`src/design/mmsh_pkg.sv`:
```
// Constants, enumerations and the state record of the MIDI mute and snapshot handler.
package mmsh_pkg;

   // Clock rate and derived cycle counts.
   localparam int CLK_HZ          = 10_000_000;         // System clock rate in hertz.
   localparam int CYC_PER_MS      = CLK_HZ / 1000;      // Clock cycles in one millisecond.
   localparam int FLASH_HALF_MS   = 250;                // Lamp flash half period in ms.
   localparam int FLASH_HALF_CYC  = FLASH_HALF_MS * CYC_PER_MS;
   localparam int BOOT_CHECK_MS   = 500;                // Serial code update check time in ms.
   localparam int BOOT_CHECK_CYC  = BOOT_CHECK_MS * CYC_PER_MS;
   localparam logic [23:0] BOOT_SETTLE = 24'h000005;   // Cycles until the selector is known.

   // MIDI message encodings.
   localparam logic [3:0] NOTE_ON_HI  = 4'h9;          // Note On status, high nibble.
   localparam logic [3:0] PROG_CHG_HI = 4'hC;          // Program Change status, high nibble.
   localparam logic [7:0] REALTIME_LO = 8'hF8;         // First single byte realtime status.
   localparam logic [7:0] VEL_MUTE_ON = 8'h7F;         // Sent velocity for mute on.
   localparam logic [7:0] VEL_MUTE_OFF= 8'h3F;         // Sent velocity for mute off.
   localparam logic [7:0] VEL_ZERO    = 8'h00;         // Second velocity, also ignored on receive.
   localparam logic [7:0] VEL_ON_MIN  = 8'h40;         // Lowest received velocity that mutes.

   // Mute note map.
   localparam logic [6:0] NOTE_FIRST  = 7'h20;         // Note of channel 1.
   localparam logic [6:0] NOTE_LAST   = 7'h51;         // Note of stereo inputs 3-4.
   localparam logic [6:0] NOTE_CH16   = 7'h2F;         // Note of channel 16.
   localparam int         MUTE_COUNT  = 50;            // Mutes in the note map.

   // Transmit byte steps.
   localparam logic [2:0] NOTE_LAST_STEP = 3'h5;       // Six bytes in a mute pair.
   localparam logic [2:0] PROG_LAST_STEP = 3'h1;       // Two bytes in a Program Change.

   // Kind of message being transmitted.
   typedef enum logic [1:0] {
      MMSH_TX_IDLE = 2'b00,
      MMSH_TX_NOTE = 2'b01,
      MMSH_TX_PROG = 2'b10
   } mmsh_tx_t;

   // Running status held by the receiver.
   typedef enum logic [1:0] {
      MMSH_RUN_NONE = 2'b00,
      MMSH_RUN_NOTE = 2'b01,
      MMSH_RUN_PROG = 2'b10
   } mmsh_run_t;

   // Complete state of the handler.
   typedef struct packed {
      logic [MUTE_COUNT-1:0] mute;         // Mute state, bit 0 is note 20h.
      logic [3:0]            chan;         // Selected MIDI channel, 0 is channel 1.
      mmsh_tx_t              tx_st;        // Message kind in transmission.
      logic [2:0]            tx_step;      // Byte index within the message.
      logic                  tx_valid;     // Byte offered on the output.
      logic [7:0]            tx_byte;      // Byte offered on the output.
      logic [6:0]            tx_note;      // Note of the mute pair.
      logic [6:0]            tx_vel;       // First velocity of the mute pair.
      logic [6:0]            tx_prog;      // Program value being sent.
      mmsh_run_t             run;          // Receive running status.
      logic                  rx_second;    // Next data byte is a velocity.
      logic [6:0]            rx_note;      // Received note number.
      logic                  recall_p;     // Remote recall pulse.
      logic [6:0]            recall_prog;  // Remote recall program value.
      logic [2:0]            sel_sync;     // Channel select key synchroniser.
      logic                  sel_held;     // Filtered channel select key.
      logic [2:0]            ser_sync;     // Rear selector synchroniser.
      logic                  ser_sel;      // Filtered rear selector, 1 is serial.
      logic                  booting;      // Boot check in progress.
      logic [23:0]           boot_cnt;     // Boot check cycle count.
      logic [23:0]           flash_cnt;    // Lamp flash cycle count.
      logic                  flash_on;     // Lamp flash phase.
      logic [15:0]           lamp;         // Channel indicator lamps.
   } mmsh_state_t;

endpackage

```
`src/design/mmsh_handler.sv`:
```
// MIDI mute and snapshot handler: mute pairs and Program Change out, Note On and Program Change in.
module mmsh_handler #(
   parameter int FLASH_CYCLES = mmsh_pkg::FLASH_HALF_CYC,   // Lamp half period in cycles.
   parameter int BOOT_CYCLES  = mmsh_pkg::BOOT_CHECK_CYC    // Boot check length in cycles.
) (
   // Clock and reset.
   input  wire logic                        clk_sys,
   input  wire logic                        rst_n,
   // Received MIDI bytes from the port receiver.
   input  wire logic                        rx_valid,
   input  wire logic [7:0]                  rx_byte,
   // Transmitted MIDI bytes to the port transmitter.
   input  wire logic                        tx_ready,
   output      logic                        tx_valid,
   output      logic [7:0]                  tx_byte,
   // Front panel events from the panel scanner.
   input  wire logic                        mute_key_press,
   input  wire logic [6:0]                  mute_key_note,
   input  wire logic                        snap_recall_req,
   input  wire logic [6:0]                  snap_recall_prog,
   // Switch pins.
   input  wire logic                        channel_select_key,
   input  wire logic                        port_select_serial,
   // Status toward the console.
   output      logic [mmsh_pkg::MUTE_COUNT-1:0] mute_state,
   output      logic [3:0]                  midi_channel,
   output      logic [15:0]                 group_membership_lamp,
   output      logic                        snap_recall_pulse,
   output      logic [6:0]                  snapshot_program_value,
   output      logic                        boot_busy
);
   import mmsh_pkg::*;

   mmsh_state_t s_r;     // Registered state.
   mmsh_state_t s_nxt;   // Next state.
   logic        key_ok;  // Mute key press that toggles and sends.
   logic        key_sel; // Mute key press that selects the channel.
   logic        key_was_muted; // Mute of the pressed key before the press.
   logic        rx_apply;      // Received velocity byte acting on a mute.
   logic [5:0]  rx_idx;        // Mute index of the received note.

   // True when a note lies in the mute map.
   function automatic logic note_in_map(input logic [6:0] note);
      note_in_map = (note >= NOTE_FIRST) && (note <= NOTE_LAST);
   endfunction

   // Mute index of a mapped note.
   function automatic logic [5:0] note_idx(input logic [6:0] note);
      logic [6:0] d;
      d = note - NOTE_FIRST;
      note_idx = d[5:0];
   endfunction

   // Byte of the current message at a given step.
   function automatic logic [7:0] msg_byte(input mmsh_tx_t kind, input logic [2:0] step,
                                           input logic [3:0] ch, input logic [6:0] note,
                                           input logic [6:0] vel, input logic [6:0] prog);
      msg_byte = VEL_ZERO;
      if (kind == MMSH_TX_PROG) begin
         msg_byte = (step == 3'h0) ? {PROG_CHG_HI, ch} : {1'b0, prog};
      end else begin
         case (step)
            3'h0, 3'h3: msg_byte = {NOTE_ON_HI, ch};
            3'h1, 3'h4: msg_byte = {1'b0, note};
            3'h2:       msg_byte = {1'b0, vel};
            default:    msg_byte = VEL_ZERO;
         endcase
      end
   endfunction

   // Front panel and receive decode shared by the next state logic and the checks.
   always_comb begin
      key_sel = mute_key_press && !s_r.booting && !s_r.tx_valid && s_r.sel_held
                && note_in_map(mute_key_note) && (mute_key_note <= NOTE_CH16);
      key_ok  = mute_key_press && !s_r.booting && !s_r.tx_valid && !s_r.sel_held
                && note_in_map(mute_key_note);
      key_was_muted = s_r.mute[note_idx(mute_key_note)];
      rx_idx   = note_idx(s_r.rx_note);
      rx_apply = rx_valid && !s_r.booting && !rx_byte[7] && (s_r.run == MMSH_RUN_NOTE)
                 && s_r.rx_second && note_in_map(s_r.rx_note);
   end

   // Next state of the whole handler.
   always_comb begin
      s_nxt = s_r;
      s_nxt.recall_p = 1'b0;
      // Pins pass three flops; a change counts once the last two agree.
      s_nxt.sel_sync = {s_r.sel_sync[1:0], channel_select_key};
      s_nxt.ser_sync = {s_r.ser_sync[1:0], port_select_serial};
      if (s_r.sel_sync[2] == s_r.sel_sync[1]) begin
         s_nxt.sel_held = s_r.sel_sync[1];
      end
      if (s_r.ser_sync[2] == s_r.ser_sync[1]) begin
         s_nxt.ser_sel = s_r.ser_sync[1];
      end
      // The serial selector is read once it has settled, then the check runs.
      if (s_r.booting) begin
         s_nxt.boot_cnt = s_r.boot_cnt + 24'h000001;
         if ((s_r.boot_cnt >= BOOT_SETTLE) && !s_r.ser_sel) begin
            s_nxt.booting = 1'b0;
         end
         if (s_r.boot_cnt >= BOOT_CYCLES[23:0]) begin
            s_nxt.booting = 1'b0;
         end
      end
      // Free running flash phase for the channel lamp.
      if (s_r.flash_cnt >= FLASH_CYCLES[23:0] - 24'h000001) begin
         s_nxt.flash_cnt = 24'h000000;
         s_nxt.flash_on  = !s_r.flash_on;
      end else begin
         s_nxt.flash_cnt = s_r.flash_cnt + 24'h000001;
      end
      // The lamp of the selected channel flashes while the select key is held.
      s_nxt.lamp = 16'h0000;
      if (s_r.sel_held && s_r.flash_on) begin
         s_nxt.lamp[s_r.chan] = 1'b1;
      end
      // Each accepted byte advances the message; the last one frees the sender.
      if (s_r.tx_valid && tx_ready) begin
         if (s_r.tx_step == ((s_r.tx_st == MMSH_TX_PROG) ? PROG_LAST_STEP : NOTE_LAST_STEP)) begin
            s_nxt.tx_st    = MMSH_TX_IDLE;
            s_nxt.tx_valid = 1'b0;
            s_nxt.tx_step  = 3'h0;
            s_nxt.tx_byte  = VEL_ZERO;
         end else begin
            // Mid message: offer the next byte of the same message.
            s_nxt.tx_step = s_r.tx_step + 3'h1;
            s_nxt.tx_byte = msg_byte(s_r.tx_st, s_r.tx_step + 3'h1, s_r.chan,
                                     s_r.tx_note, s_r.tx_vel, s_r.tx_prog);
         end
      end
      // Front panel events, taken only while the sender is idle.
      if (key_sel) begin
         s_nxt.chan = mute_key_note[3:0];
      end else if (key_ok) begin
         s_nxt.mute[note_idx(mute_key_note)] = !key_was_muted;
         s_nxt.tx_st    = MMSH_TX_NOTE;
         s_nxt.tx_step  = 3'h0;
         s_nxt.tx_valid = 1'b1;
         s_nxt.tx_note  = mute_key_note;
         s_nxt.tx_vel   = key_was_muted ? VEL_MUTE_OFF[6:0] : VEL_MUTE_ON[6:0];
         s_nxt.tx_byte  = {NOTE_ON_HI, s_r.chan};
      end else if (snap_recall_req && !s_r.booting && !s_r.tx_valid && !mute_key_press) begin
         s_nxt.tx_st    = MMSH_TX_PROG;
         s_nxt.tx_step  = 3'h0;
         s_nxt.tx_valid = 1'b1;
         s_nxt.tx_prog  = snap_recall_prog;
         s_nxt.tx_byte  = {PROG_CHG_HI, s_r.chan};
      end
      // Receiver; it only knows mutes and snapshots, nothing of groups.
      if (rx_valid && !s_r.booting) begin
         if (rx_byte[7]) begin
            if (rx_byte < REALTIME_LO) begin
               // A status for another channel or type cancels running status.
               s_nxt.rx_second = 1'b0;
               if (rx_byte == {NOTE_ON_HI, s_r.chan}) begin
                  s_nxt.run = MMSH_RUN_NOTE;
               end else if (rx_byte == {PROG_CHG_HI, s_r.chan}) begin
                  s_nxt.run = MMSH_RUN_PROG;
               end else begin
                  s_nxt.run = MMSH_RUN_NONE;
               end
            end
         end else begin
            case (s_r.run)
               MMSH_RUN_NOTE: begin
                  // Data bytes alternate note and velocity under running status.
                  s_nxt.rx_second = !s_r.rx_second;
                  if (!s_r.rx_second) begin
                     s_nxt.rx_note = rx_byte[6:0];
                  end else if (rx_apply && (rx_byte != VEL_ZERO)) begin
                     s_nxt.mute[rx_idx] = (rx_byte >= VEL_ON_MIN);
                  end
               end
               MMSH_RUN_PROG: begin
                  s_nxt.recall_p    = 1'b1;
                  s_nxt.recall_prog = rx_byte[6:0];
               end
               default: begin
                  // Data with no running status is dropped.
                  s_nxt.rx_second = 1'b0;
               end
            endcase
         end
      end
   end

   // State register.
   always_ff @(posedge clk_sys or negedge rst_n) begin
      if (!rst_n) begin
         // Everything clears; only the boot check starts busy.
         s_r         <= '0;
         s_r.booting <= 1'b1;
      end else begin
         s_r <= s_nxt;
      end
   end

   // Outputs come straight from the state register.
   assign tx_valid               = s_r.tx_valid;
   assign tx_byte                = s_r.tx_byte;
   assign mute_state             = s_r.mute;
   assign midi_channel           = s_r.chan;
   assign group_membership_lamp  = s_r.lamp;
   assign snap_recall_pulse      = s_r.recall_p;
   assign snapshot_program_value = s_r.recall_prog;
   assign boot_busy              = s_r.booting;

   // Both status bytes of a mute pair carry the console channel.
   AST_NOTE_STATUS: assert property (@(posedge clk_sys) disable iff (!rst_n)
      s_r.tx_valid && (s_r.tx_st == MMSH_TX_NOTE)
      && ((s_r.tx_step == 3'h0) || (s_r.tx_step == 3'h3))
      |-> (s_r.tx_byte == {NOTE_ON_HI, s_r.chan}))
      else $error("Note On status byte wrong");

   // A Program Change is Cn followed by the program.
   AST_PROG_MSG: assert property (@(posedge clk_sys) disable iff (!rst_n)
      snap_recall_req && !mute_key_press && !s_r.booting && !s_r.tx_valid
      |=> s_r.tx_valid && (s_r.tx_st == MMSH_TX_PROG)
      && (s_r.tx_byte == {PROG_CHG_HI, s_r.chan}) && (s_r.tx_prog == $past(snap_recall_prog)))
      else $error("Program Change status wrong");

   // The sixth byte of a pair is velocity zero.
   AST_SECOND_VEL: assert property (@(posedge clk_sys) disable iff (!rst_n)
      s_r.tx_valid && (s_r.tx_st == MMSH_TX_NOTE) && (s_r.tx_step == NOTE_LAST_STEP)
      |-> (s_r.tx_byte == VEL_ZERO))
      else $error("Second Note On velocity not zero");

   // The first velocity reflects the new mute state.
   AST_FIRST_VEL: assert property (@(posedge clk_sys) disable iff (!rst_n)
      key_ok |=> s_r.tx_valid && (s_r.tx_vel == ($past(key_was_muted) ? 7'h3F : 7'h7F)))
      else $error("First velocity does not match mute state");

   // Nonzero received velocities below 40h clear the mute, 40h and above set it.
   AST_RX_LEVEL: assert property (@(posedge clk_sys) disable iff (!rst_n)
      rx_apply && (rx_byte != VEL_ZERO)
      |=> (s_r.mute[$past(rx_idx)] == $past(rx_byte[6])))
      else $error("Received velocity acted wrongly on mute");

   // Velocity zero leaves every mute as it was.
   AST_RX_ZERO: assert property (@(posedge clk_sys) disable iff (!rst_n)
      rx_apply && (rx_byte == VEL_ZERO) && !key_ok |=> $stable(s_r.mute))
      else $error("Velocity zero changed a mute");

   // A key under channel select neither sends nor toggles, and sets the channel.
   AST_SEL_KEY: assert property (@(posedge clk_sys) disable iff (!rst_n)
      key_sel && !rx_apply |=> !s_r.tx_valid && $stable(s_r.mute)
      && (s_r.chan == $past(mute_key_note[3:0])))
      else $error("Channel select key misbehaved");

   // Nothing is sent while the boot check runs.
   AST_BOOT_QUIET: assert property (@(posedge clk_sys) disable iff (!rst_n)
      s_r.booting |-> !s_r.tx_valid && !s_r.recall_p)
      else $error("Traffic during boot check");

   // A remote recall is a single cycle pulse.
   AST_RECALL_PULSE: assert property (@(posedge clk_sys) disable iff (!rst_n)
      s_r.recall_p |=> !s_r.recall_p || $past(rx_valid))
      else $error("Recall pulse too long");

   // The byte after Cn is the held program value.
   AST_PROG_DATA: assert property (@(posedge clk_sys) disable iff (!rst_n)
      s_r.tx_valid && (s_r.tx_st == MMSH_TX_PROG) && (s_r.tx_step == PROG_LAST_STEP)
      |-> (s_r.tx_byte == {1'b0, s_r.tx_prog}))
      else $error("Program byte wrong");

   // Bytes two and five of a pair carry the key's note.
   AST_NOTE_DATA: assert property (@(posedge clk_sys) disable iff (!rst_n)
      s_r.tx_valid && (s_r.tx_st == MMSH_TX_NOTE)
      && ((s_r.tx_step == 3'h1) || (s_r.tx_step == 3'h4))
      |-> (s_r.tx_byte == {1'b0, s_r.tx_note}))
      else $error("Pair note byte wrong");

   // The third byte of a pair is the first velocity.
   AST_NOTE_VEL: assert property (@(posedge clk_sys) disable iff (!rst_n)
      s_r.tx_valid && (s_r.tx_st == MMSH_TX_NOTE) && (s_r.tx_step == 3'h2)
      |-> (s_r.tx_byte == {1'b0, s_r.tx_vel}))
      else $error("Pair velocity byte wrong");

   // A byte not yet taken stays offered unchanged.
   AST_TX_HOLD: assert property (@(posedge clk_sys) disable iff (!rst_n)
      s_r.tx_valid && !tx_ready
      |=> s_r.tx_valid && $stable(s_r.tx_byte) && $stable(s_r.tx_step))
      else $error("Offered byte changed early");

   // An accepted key toggles its mute and starts a pair.
   AST_KEY_SEND: assert property (@(posedge clk_sys) disable iff (!rst_n)
      key_ok && !rx_apply |=> s_r.tx_valid && (s_r.tx_note == $past(mute_key_note))
      && (s_r.mute[note_idx($past(mute_key_note))] != $past(key_was_muted)))
      else $error("Mute key did not toggle and send");

   // A status byte for another channel drops running status.
   AST_FOREIGN_CHAN: assert property (@(posedge clk_sys) disable iff (!rst_n)
      rx_valid && !s_r.booting && rx_byte[7] && (rx_byte < REALTIME_LO)
      && (rx_byte[3:0] != s_r.chan) |=> (s_r.run == MMSH_RUN_NONE))
      else $error("Foreign status taken");

   // A program byte raises the recall with its value.
   AST_RECALL_VALUE: assert property (@(posedge clk_sys) disable iff (!rst_n)
      rx_valid && !s_r.booting && !rx_byte[7] && (s_r.run == MMSH_RUN_PROG)
      |=> s_r.recall_p && (s_r.recall_prog == $past(rx_byte[6:0])))
      else $error("Remote recall wrong");

   // Realtime bytes leave the receive pairing alone.
   AST_REALTIME: assert property (@(posedge clk_sys) disable iff (!rst_n)
      rx_valid && (rx_byte >= REALTIME_LO) |=> $stable(s_r.run) && $stable(s_r.rx_second))
      else $error("Realtime byte disturbed receive");

   // While select is held the channel's lamp flashes.
   AST_LAMP_ON: assert property (@(posedge clk_sys) disable iff (!rst_n)
      s_r.sel_held && s_r.flash_on |=> (s_r.lamp == (16'h0001 << $past(s_r.chan))))
      else $error("Channel lamp wrong");

   // With select released every lamp is dark.
   AST_LAMP_OFF: assert property (@(posedge clk_sys) disable iff (!rst_n)
      !s_r.sel_held |=> (s_r.lamp == 16'h0000))
      else $error("Lamp lit without select");

   // With the serial selector the check runs its full length.
   AST_BOOT_SERIAL: assert property (@(posedge clk_sys) disable iff (!rst_n)
      s_r.booting && s_r.ser_sel && (s_r.boot_cnt < BOOT_CYCLES[23:0]) |=> s_r.booting)
      else $error("Serial boot check ended early");

endmodule

```
`config.mk`:
```
export PLATFORM = sky130hd
export DESIGN_NAME = mmsh_handler
export DESIGN_NICKNAME = d
export VERILOG_FILES = /design/src/design/mmsh_pkg.sv /design/src/design/mmsh_handler.sv
export SDC_FILE = /design/constraint.sdc
export NUM_CORES = 1
export LEC_CHECK = 0
export BUFFER_PORTS_ARGS = -buffer_cell sky130_fd_sc_hd__buf_2
export CAP_MARGIN = 0
export CORE_MARGIN = 2
export CORE_UTILIZATION = 54
export CTS_CLUSTER_SIZE = 40
export DETAILED_ROUTE_END_ITERATION = 12
export HOLD_SLACK_MARGIN = 0.08
export MAX_ROUTING_LAYER = met4
export PLACE_DENSITY = 0.74
export SKIP_CTS_REPAIR_TIMING = 1
export SLEW_MARGIN = 10
export SYNTH_ARGS = -nofsm -noshare
export SYNTH_HDL_FRONTEND = slang
export SYNTH_SLANG_ARGS = --single-unit
```
`constraint.sdc`:
```
create_clock -name clk_sys -period 2.8 [get_ports clk_sys]
set_clock_uncertainty 0.15 [all_clocks]
set_input_delay 0.14 -clock clk_sys [delete_from_list [all_inputs] [get_ports clk_sys]]
set_output_delay 0.14 -clock clk_sys [all_outputs]
set_load 0.1 [all_outputs]
```
== Word-level counts from Yosys, hierarchy flattened ==
Cells that the tools add are included.
Operators by class
  muxes and demuxes: 46
  $add $sub $neg: 5
  order comparisons: 16
  bitwise logic cells: 4
  eq/ne operators: 14
  reduce and logical (&&, ||, !) cells: 43
Operator list (count)
  two-way mux 50 bit: 7
  bitwise mux 50 bit: 2
  two-way mux 14 bit: 4
  adder 24 x 1 -> 24 bit, second input constant: 2
  two-way mux 8 bit: 6
  two-way mux 35 bit: 1
  two-way mux 25 bit: 1
  >= comparator 24 x 22 -> 1 bit, second input constant: 1
  >= comparator 24 x 23 -> 1 bit, second input constant: 1
  >= comparator 24 x 3 -> 1 bit, second input constant: 1
  logical AND 1 bit: 24
  two-way mux 24 bit: 1
  case mux 8 bit (3 select lines): 1
  two-way mux 7 bit: 3
  == test 8 bit: 2
  two-way mux 16 bit: 1
  >= comparator 7 x 6 -> 1 bit, second input constant: 2
  less-or-equal comparator 7 bit, second input constant: 2
  < comparator 6 x 7 -> 1 bit, second input constant: 2
  demux 1 bit (select 6 bit): 2
  >= comparator 6 x 1 -> 1 bit, second input constant: 2
  AND reduction 3 bit: 4
  subtractor 6 bit, second input constant: 2
  zero test 1 bit: 9
  other kinds (27): 45
Word-level totals
  bits of input ports: 30
  flip-flop bits (word level): 181
  word-level logic and storage cells: 151

== Longest topological paths before layout ==
Gate-level depths: netlist (run 1).
  depth after elaboration: 14
  depth in mapped cells: 11
  mapped depth without buffers: 7

== Least setup slack after synthesis (run 1) ==
OpenSTA, ideal clock, no wires.
  kind: flip-flop to flip-flop
  start point: register s_r (netlist bit tx_valid)
  end point: register s_r (netlist bit mute_state[43])
  data arrival time: 2.517 ns
  slack: -0.003 ns
  data required time: 2.514 ns
  clock period less this slack: 2.803 ns
  cell stages (with the launch flop): 9
  setup time: 0.136 ns
  buffers on the path: 2
  path through: dfrtp_1 -> or3b_1 -> or4_1 -> clkbuf_1 -> clkbuf_1 -> o21ai_1 -> nor2_1 -> a21oi_1 -> o41ai_1
RTL lines
  start, declared: line mmsh_handler.sv:34  | mmsh_state_t s_r;
  start signal, assigned: line mmsh_handler.sv:195  | s_r <= s_nxt;

==> results of run 1 <==
-- where the power goes --
group          total, W  switching (W)  leakage [nW]  internal, W
clock           0.00234        0.00113         0.278      0.00121
combinational   0.00276        0.00193          2.44     0.000825
sequential      0.00325       0.000392          2.36      0.00285
-- flip-flops by register name, indices dropped and copies added, names as in the netlist --
signal	flops
boot_busy	1
mute_state	50
snap_recall_pulse	1
group_membership_lamp	16
tx_byte	8
snapshot_program_value	7
s_r	84
s_nxt	4
midi_channel	4
tx_valid	1
-- stage by stage --
| stage | util (%) | worst slack (ps) | instances | hold slack [ps] |
|---|---|---|---|---|
| 6_report | 61.1 | 192 | 1396 | 133 |
| 5_1_grt | 61.1 | 98.2 | 1396 | 150 |
| 4_1_cts | 59.7 | 308 | 1369 | -423 |
| 3_5_place_dp | 56.6 | 169 | 1337 | 46.3 |
| 3_3_place_gp | 56.6 | 204 | 1337 | 35.5 |
| 2_1_floorplan | - | 159 | 1099 | -306 |
-- per-layer routing --
metal  global-route usage (%)  vias to the layer above  share of wire (%)
li1                         -                     3938                  -
met1                     37.8                     4171                 43
met2                     42.7                      362                 46
met3                     7.93                       70                7.9
met4                     8.16                        0                2.7
met5                        -                        -                  0
-- cells by family (layout without fill, tap and decap cells) --
| kind of cell | Yosys count | in the layout | synth area share (%) |
|---|---|---|---|
| AO/OA/AOI/OAI | 210 | 210 | 13.7 |
| buffers and inverters | 169 | 232 | 9.65 |
| other | 1 | 2 | 0.0366 |
| XOR/XNOR | 51 | 51 | 4.36 |
| flip-flops | 176 | 176 | 43.0 |
| multiplexers | 80 | 80 | 8.64 |
| AND/OR/NAND/NOR | 404 | 404 | 19.9 |
| adder cells (fa/ha/maj) | 7 | 7 | 0.805 |
-- cells in the mapped netlist, types with 17 or more instances --
cell type | n | area, um^2
a21oi_1 | 32 | 160
buf_4 | 88 | 661
clkbuf_1 | 45 | 169
dfrtp_1 | 175 | 4380
inv_1 | 19 | 71.3
mux2_2 | 52 | 586
mux2i_1 | 24 | 240
nand2_1 | 90 | 338
nand3_1 | 38 | 190
nor2_1 | 117 | 439
nor3_1 | 34 | 170
nor4_1 | 17 | 106
o21ai_0 | 61 | 305
o41ai_1 | 33 | 289
xnor2_1 | 33 | 289
xor2_1 | 18 | 158
-- how the worst max path moves through the flow --
stage	slack, ps	start	cells after the start	endpoint
CTS	310	tx_valid	5	mute_state[45]
floorplan	160	boot_busy	7	s_r[62]
global placement	200	mute_key_note[0]	8	mute_state[41]
finish	190	rx_byte[7]	8	mute_state[46]
global route	100	rx_byte[7]	8	mute_state[46]
detailed placement	170	mute_key_note[0]	8	mute_state[44]
-- cell usage in the layout, fill, tap and decap left out, types with 5 or more instances in the layout --
master,Yosys,routed
and3_1,15,15
o21ai_0,61,61
inv_8,0,5
o41ai_1,33,33
nor3_1,34,34
nand2b_1,15,15
nand3_1,38,38
mux2i_1,24,24
buf_2,14,116
buf_4,88,34
a31oi_1,12,12
dfrtp_1,175,174
dlygate4sd3_1,0,27
nand2_1,90,90
nand4_1,15,15
inv_1,19,19
o31ai_1,6,6
a21oi_1,32,32
nor3b_1,7,7
or3_1,6,6
o21ai_1,8,8
nor2b_1,15,15
xor2_1,18,18
xnor2_1,33,33
nor4_1,17,17
nand3b_1,5,5
mux2_2,52,52
clkbuf_16,0,17
ha_1,5,5
o21a_1,5,5
o211ai_1,8,8
nor2_1,117,117
-- layout make-up --
class / count / area, um^2 / share of cell area, %
Sequential cell: 176 / 4410 / 38.7
Inverter: 19 / 71.3 / 0.626
Timing Repair Buffer: 181 / 1180 / 10.3
Tap cell: 234 / 293 / 2.57
Clock inverter: 14 / 143 / 1.25
Multi-Input combinational cell: 754 / 4860 / 42.7
Clock buffer: 18 / 439 / 3.85
==> flow_metrics.tcl, run 1 <==
set metrics [dict create \
    nFillCells 1592 \
    die_h_um 142 \
    gp_congestion 0.984 \
    cts_made_buffers 17 \
    tns_ps 0 \
    finalSetupViolCount 0 \
    hp-class "input pin to async pin" \
    drt_iter0_drc 888 \
    rr_endpoint "mute_state[45]" \
    slew_viol_final 0 \
    cap_violations 0 \
    num_antenna_cells 0 \
    worst_pin_slew_ps 760 \
    rsz0062_at_grt "false" \
    rows 50 \
    synthToLayoutAreaGrowth_pct 11.1 \
    critical_path.slowest_cell "dlygate4sd3_1" \
    hold_viol 0 \
    synth_flop_cell "dfrtp_1" \
    power_density_nw_per_um2 732 \
    wl_um 27300 \
    r2r_cells 5 \
    cts_root_buffer "clkbuf_16" \
    avgSynthCellArea_um2 9.34 \
    grt_pass1_vias 7973 \
    critPathLaunchType "input pin" \
    cts_sinks 176 \
    dieArea_um2 20100 \
    grt_pass1_wl_um 43000 \
    grt_max_degree 70 \
    critPathTopFamily "simple AND/OR/NAND/NOR gates" \
    r2r_slack_ps 290 \
    ant_nets 0 \
    portBuffers 117 \
    worstPathCellList "dlygate4sd3_1 -> buf_2 -> nor4_1 -> a21o_1 -> or3_1 -> or2_1 -> mux2_1 -> o21ai_1" \
    via_per_inst 6.12 \
    dieWidth_um 142 \
    ys_seq_area_share_pct 43.0 \
    placedInstanceArea_um2 10500 \
    crit_path_max_fanout 11 \
    synth-async-reset-ratio_pct 100 \
    vias 8541 \
    clock_latency_ps 440 \
    ys_seq_elements 176 \
    critPathKind "input pin to flop" \
    relSlewSlack_pct 49.3 \
    netlist_instances 1098 \
    post-route-min-period_ps 2610 \
    synth-edff-count 0 \
    coreArea_um2 18600 \
    fmax_ghz 0.383 \
    cts_tree "built" \
    nets 1184 \
    vdd_ir_drop_max_mv 0.463 \
    drc 0 \
    cp_slowest_stage_delay_ps 540 \
    status "finished, final reports clean" \
    final_cell_area_um2 11400 \
    grt-ovfl-total 0 \
    synth_area_um2 10300 \
    power.leakage_nw 5.08 \
    power_w 0.00834 \
    io_pins 118 \
    grtUsageTotal_pct 28.4 \
    arrival_ps 2820 \
    synth_cell_type_count 79 \
    clk_pin_slew_ps 70 \
    r2r-start "tx_valid" \
    wire_per_inst_um 19.5 \
    antenna_found_initial 0 \
    clk_path_buf_depth 2 \
    drive_gt1_share_pct 21.9 \
    yosys_warnings 0 \
    crit_buf_inv 2 \
    start_util_pct 55.0 \
    htree_levels 4 \
    first_pass_iters 5 \
    cp.required_ps 3010 \
    cp-end-kind "flop" \
    dp_hpwl_um 19400 \
    min_period_over_period_pct 93.1 \
]
Power figures use the tool's default switching activity.
==> inputs of run 2 (changes only) <==
- CELL_PAD_IN_SITES_DETAIL_PLACEMENT: unset -> 1
- CELL_PAD_IN_SITES_GLOBAL_PLACEMENT: unset -> 1
- CORE_UTILIZATION: 54 -> 46
- PLACE_DENSITY: 0.74 -> 0.8
==> run 2 against run 1 <==
Compared with the run above: total power rose by 1.3%; maximum frequency rose by 1.2%; hold slack worse by 81 ps.
==> flow_metrics.tcl, run 2 (synthesis gave the netlist of run 1 again) <==
set metrics [dict create \
    status "finished, final reports clean" \
    clock_latency_ps 430 \
    grt_pass1_wl_um 50200 \
    worst_pin_slew_ps 816 \
    cts_made_buffers 17 \
    nFillCells 2510 \
    critPathKind "flop to flop" \
    grt-ovfl-total 0 \
    finalSetupViolCount 0 \
    relSlewSlack_pct 45.5 \
    post-route-min-period_ps 2580 \
    power_switching_w 0.00350 \
    drc 0 \
    fmax_ghz 0.388 \
    clk_path_buf_depth 2 \
    coreArea_um2 21800 \
    dp_hpwl_um 22400 \
    seq_power_share_pct 38.8 \
    dieWidth_um 153 \
    hold_viol 0 \
    grt_most_used_layer "met2" \
    dp.cells 1389 \
    critPathLaunchType "flop" \
    p_int_w 0.00495 \
    cts_tree "built" \
    final_cell_mix "dfrtp_1 (174), nor2_1 (117), buf_2 (116), nand2_1 (90), o21ai_0 (61)" \
    largest_reg_flops 84 \
    rows 54 \
    rsz0062_at_grt "false" \
    cp-end-kind "flop" \
    cap_violations 0 \
    dieArea_um2 23500 \
    worstHoldPathCells 3 \
    hp-class "input pin to flop" \
    die_h_um 153 \
    clk_pin_slew_ps 70 \
    r2r_cells 6 \
    power_density_nw_per_um2 738 \
    cts_sinks 176 \
    tns_ps 0 \
    met1_usage_pct 35.8 \
    ant_nets 0 \
    power.leakage_nw 5.09 \
    crit_path_max_fanout 7 \
    start_util_pct 47.0 \
    antenna_found_initial 2 \
    slew_viol_final 0 \
    grt_max_degree 58 \
    synthToLayoutAreaGrowth_pct 11.6 \
    fin_cells 1444 \
    wire_per_inst_um 21.6 \
    drt_iter0_drc 588 \
    htree_levels 4 \
    grtUsageTotal_pct 27.6 \
    p_clk_share_pct 27.9 \
    layout_commonest_cell "dfrtp_1" \
    portBuffers 117 \
    arrival_ps 2750 \
    nets 1185 \
    gp_congestion 0.932 \
    cp.required_ps 2980 \
    grt_pass1_vias 9010 \
    vdd_ir_drop_max_mv 0.420 \
    first_pass_iters 5 \
    use_met2_pct 43.6 \
    io_pins 118 \
    via_per_inst 6.00 \
    comb_power_share_pct 33.3 \
    grt_util_met3_pct 5.87 \
    drive_gt1_share_pct 22.5 \
    vias 8660 \
    largest_register "s_r" \
    switching_share_pct 41.5 \
    min_period_over_period_pct 92.0 \
    cts_root_buffer "clkbuf_16" \
    wl_um 31100 \
]
-- run 2: metal layers --
metal	part of all wire, %	routed length [um]
met1	44	13700
met2	48	14900
met3	5.8	1800
met4	2.6	809
met5	0	0
-- run 2: power by group through the flow --
stage / sequential, W / combinational [W] / clock, W
floorplan: 0.00310 / 0.00245 / 0
global placement: 0.00330 / 0.00270 / 0
detailed placement: 0.00332 / 0.00278 / 0
CTS: 0.00327 / 0.00279 / 0.00239
global route: 0.00333 / 0.00301 / 0.00250
finish: 0.00328 / 0.00281 / 0.00236
-- run 2: worst max-delay path: stages (launching register included) --
cell	delay, ps
dfrtp_1	440
nor4_1	370
o211ai_1	290
or3_1	520
nor2_1	280
mux2_2	370
o41ai_1	60
-- run 2: path summary, 6_finish.rpt --
kind,from,endpoint,slack [ps]
max,s_r[84],mute_state[40],220
min,rx_byte[6],mute_state[35],50
max in group asynchronous,rst_n,s_r[124],1650
min in group asynchronous,rst_n,group_membership_lamp[7],90
min reg2reg,s_nxt[68],s_nxt[69],200
max reg2reg,s_r[84],mute_state[40],220
-- run 2: stage by stage --
stage	util (%)	hold slack [ps]	setup WS [ps]	total power (W)	instance area (um^2)
final	52.4	51.3	223	0.00845	11400
after global routing	52.4	81.5	45.1	0.00884	11400
after CTS	51.4	-448	151	0.00845	11200
after detailed placement	48.8	4.92	171	0.00610	10600
after global placement	48.8	1.47	285	0.00600	10600
after floorplan	-	-306	159	0.00555	10300
-- run 2: layout make-up --
cell class / instances / area [um^2] / area share [%]
clock buffer: 18 / 439 / 3.84
antenna: 2 / 5.00 / 0.0437
timing repair buffer: 182 / 1170 / 10.2
tap: 280 / 350 / 3.06
inverter: 19 / 71.3 / 0.623
multi-input combinational: 754 / 4870 / 42.6
sequential: 176 / 4410 / 38.5
clock inverter: 13 / 130 / 1.14
==> inputs of run 3 (changes only) <==
- ABC_CLOCK_PERIOD_IN_PS: unset -> 2800
- RECOVER_POWER: unset -> 25
==> run 3 against run 2 <==
Compared with the run above: total power about the same; non-clock buffer count unchanged; final cell count unchanged; sequential share of layout area up 0.12 points; routed wire length about the same; final area down 0.32%.
==> flow_metrics.tcl, run 3 (synthesis gave the netlist of run 1 again) <==
set metrics [dict create \
    fmax_ghz 0.387 \
    cts_tree "built" \
    rsz0062_at_grt "false" \
    wl_um 31100 \
    final_cell_area_um2 11400 \
    post-route-min-period_ps 2580 \
    critPathTopFamily "simple AND/OR/NAND/NOR gates" \
    grt-ovfl-total 0 \
    portBuffers 117 \
    r2r-start "s_r[84]" \
    first_pass_iters 5 \
    rows 54 \
    htree_levels 4 \
    vdd_ir_drop_max_mv 0.417 \
    drive_gt1_share_pct 22.3 \
    cts_made_buffers 17 \
    cap_violations 0 \
    hp-class "input pin to flop" \
    hold_start "rx_byte[6]" \
    antenna_found_initial 2 \
    power.leakage_nw 5.07 \
    final_cell_mix "dfrtp_1 (174), nor2_1 (117), buf_2 (115), nand2_1 (90), o21ai_0 (61)" \
    dieArea_um2 23500 \
    grtUsageTotal_pct 27.6 \
    cts_root_buffer "clkbuf_16" \
    via_per_inst 6.04 \
    clk_pin_slew_ps 70 \
    dp.cells 1389 \
    critPathLaunch "s_r[84]" \
    critPathLaunchType "flop" \
    coreArea_um2 21800 \
    worstPathCellList "nor4_1 -> o211ai_1 -> or3_1 -> or2_1 -> mux2_1 -> o21ai_1" \
    start_util_pct 47.0 \
    drc 0 \
    dieWidth_um 153 \
    fin_cells 1444 \
    layout_setup_ws_ps 216 \
    hold_viol 0 \
    io_pins 118 \
    cp-end-kind "flop" \
    relSlewSlack_pct 1.93 \
    worst_pin_slew_ps 1470 \
    critPathKind "flop to flop" \
    finalSetupViolCount 0 \
    grt_pass1_vias 9010 \
    drt_iter0_drc 624 \
    status "finished, final reports clean" \
    synthToLayoutAreaGrowth_pct 11.2 \
    clk_path_buf_depth 2 \
    tns_ps 0 \
    dp_hpwl_um 22400 \
    crit_path_max_fanout 8 \
    grt_max_degree 58 \
    r2r_slack_ps 220 \
    grt_pass1_wl_um 50200 \
    dp_slack_ps 171 \
    crit_buf_inv 0 \
    clock_latency_ps 430 \
    min_period_over_period_pct 92.3 \
    power_density_nw_per_um2 740 \
    largest_register "s_r" \
    nets 1185 \
    wire_per_inst_um 21.6 \
    largest_reg_flops 84 \
    critical_path.slowest_cell "or3_1" \
    gp_congestion 0.932 \
    placedInstanceArea_um2 10600 \
    die_h_um 153 \
    arrival_ps 2790 \
    cp_slowest_stage_delay_ps 530 \
    cp.required_ps 3010 \
    slew_viol_final 0 \
    cts_sinks 176 \
    vias 8727 \
    ant_nets 0 \
    layout_commonest_cell "dfrtp_1" \
]
## run 3: stage by stage
step / hold WS (ps) / power, W / utilization, %
after detailed placement: 4.92 / 0.00610 / 48.8
after floorplan: -306 / 0.00555 / -
after global placement: 1.47 / 0.00600 / 48.8
after global routing: 81.5 / 0.00883 / 52.3
after CTS: -448 / 0.00845 / 51.4
final: 59.3 / 0.00844 / 52.3
## run 3: worst paths after layout
| path | endpoint | cells after the start |
|---|---|---|
| worst min-delay path | mute_state[35] | 3 |
| max in group asynchronous | tx_valid | 3 |
| worst max-delay path | mute_state[46] | 6 |
| worst min register to register | s_nxt[69] | 0 |
| min in group asynchronous | s_r[24] | 2 |
| worst max register to register | mute_state[46] | 6 |
## run 3: routing by layer
layer  vias up  GRT usage (%)  wire length, um
li1       3939              -                -
met1      4455           35.8            13600
met2       276           43.6            14900
met3        57           5.87             1920
met4         0           8.73              777
met5         -              -                0
## run 3: cell type report
class                   instances  area [um^2]
fillers                      2515        10400
multi-input cells             754         4870
flip-flops and latches        176         4410
repair buffers                182         1140
clock buffers                  18          439
well taps                     280          350
clock inverters                13          130
inverters                      19         71.3
diodes                          2         5.00
## run 3: tightest hold or removal path, delay by kind of cell
| kind | cells | cell delay (ps) |
|---|---|---|
| buffers and inverters | 1 | 290 |
| AO/OA/AOI/OAI | 2 | 160 |
## run 3: where the power goes
group	internal (W)	leakage, nW	total (W)	switching, W
clock	0.00127	0.282	0.00236	0.00109
combinational	0.000818	2.43	0.00281	0.00199
sequential	0.00285	2.36	0.00328	0.000422
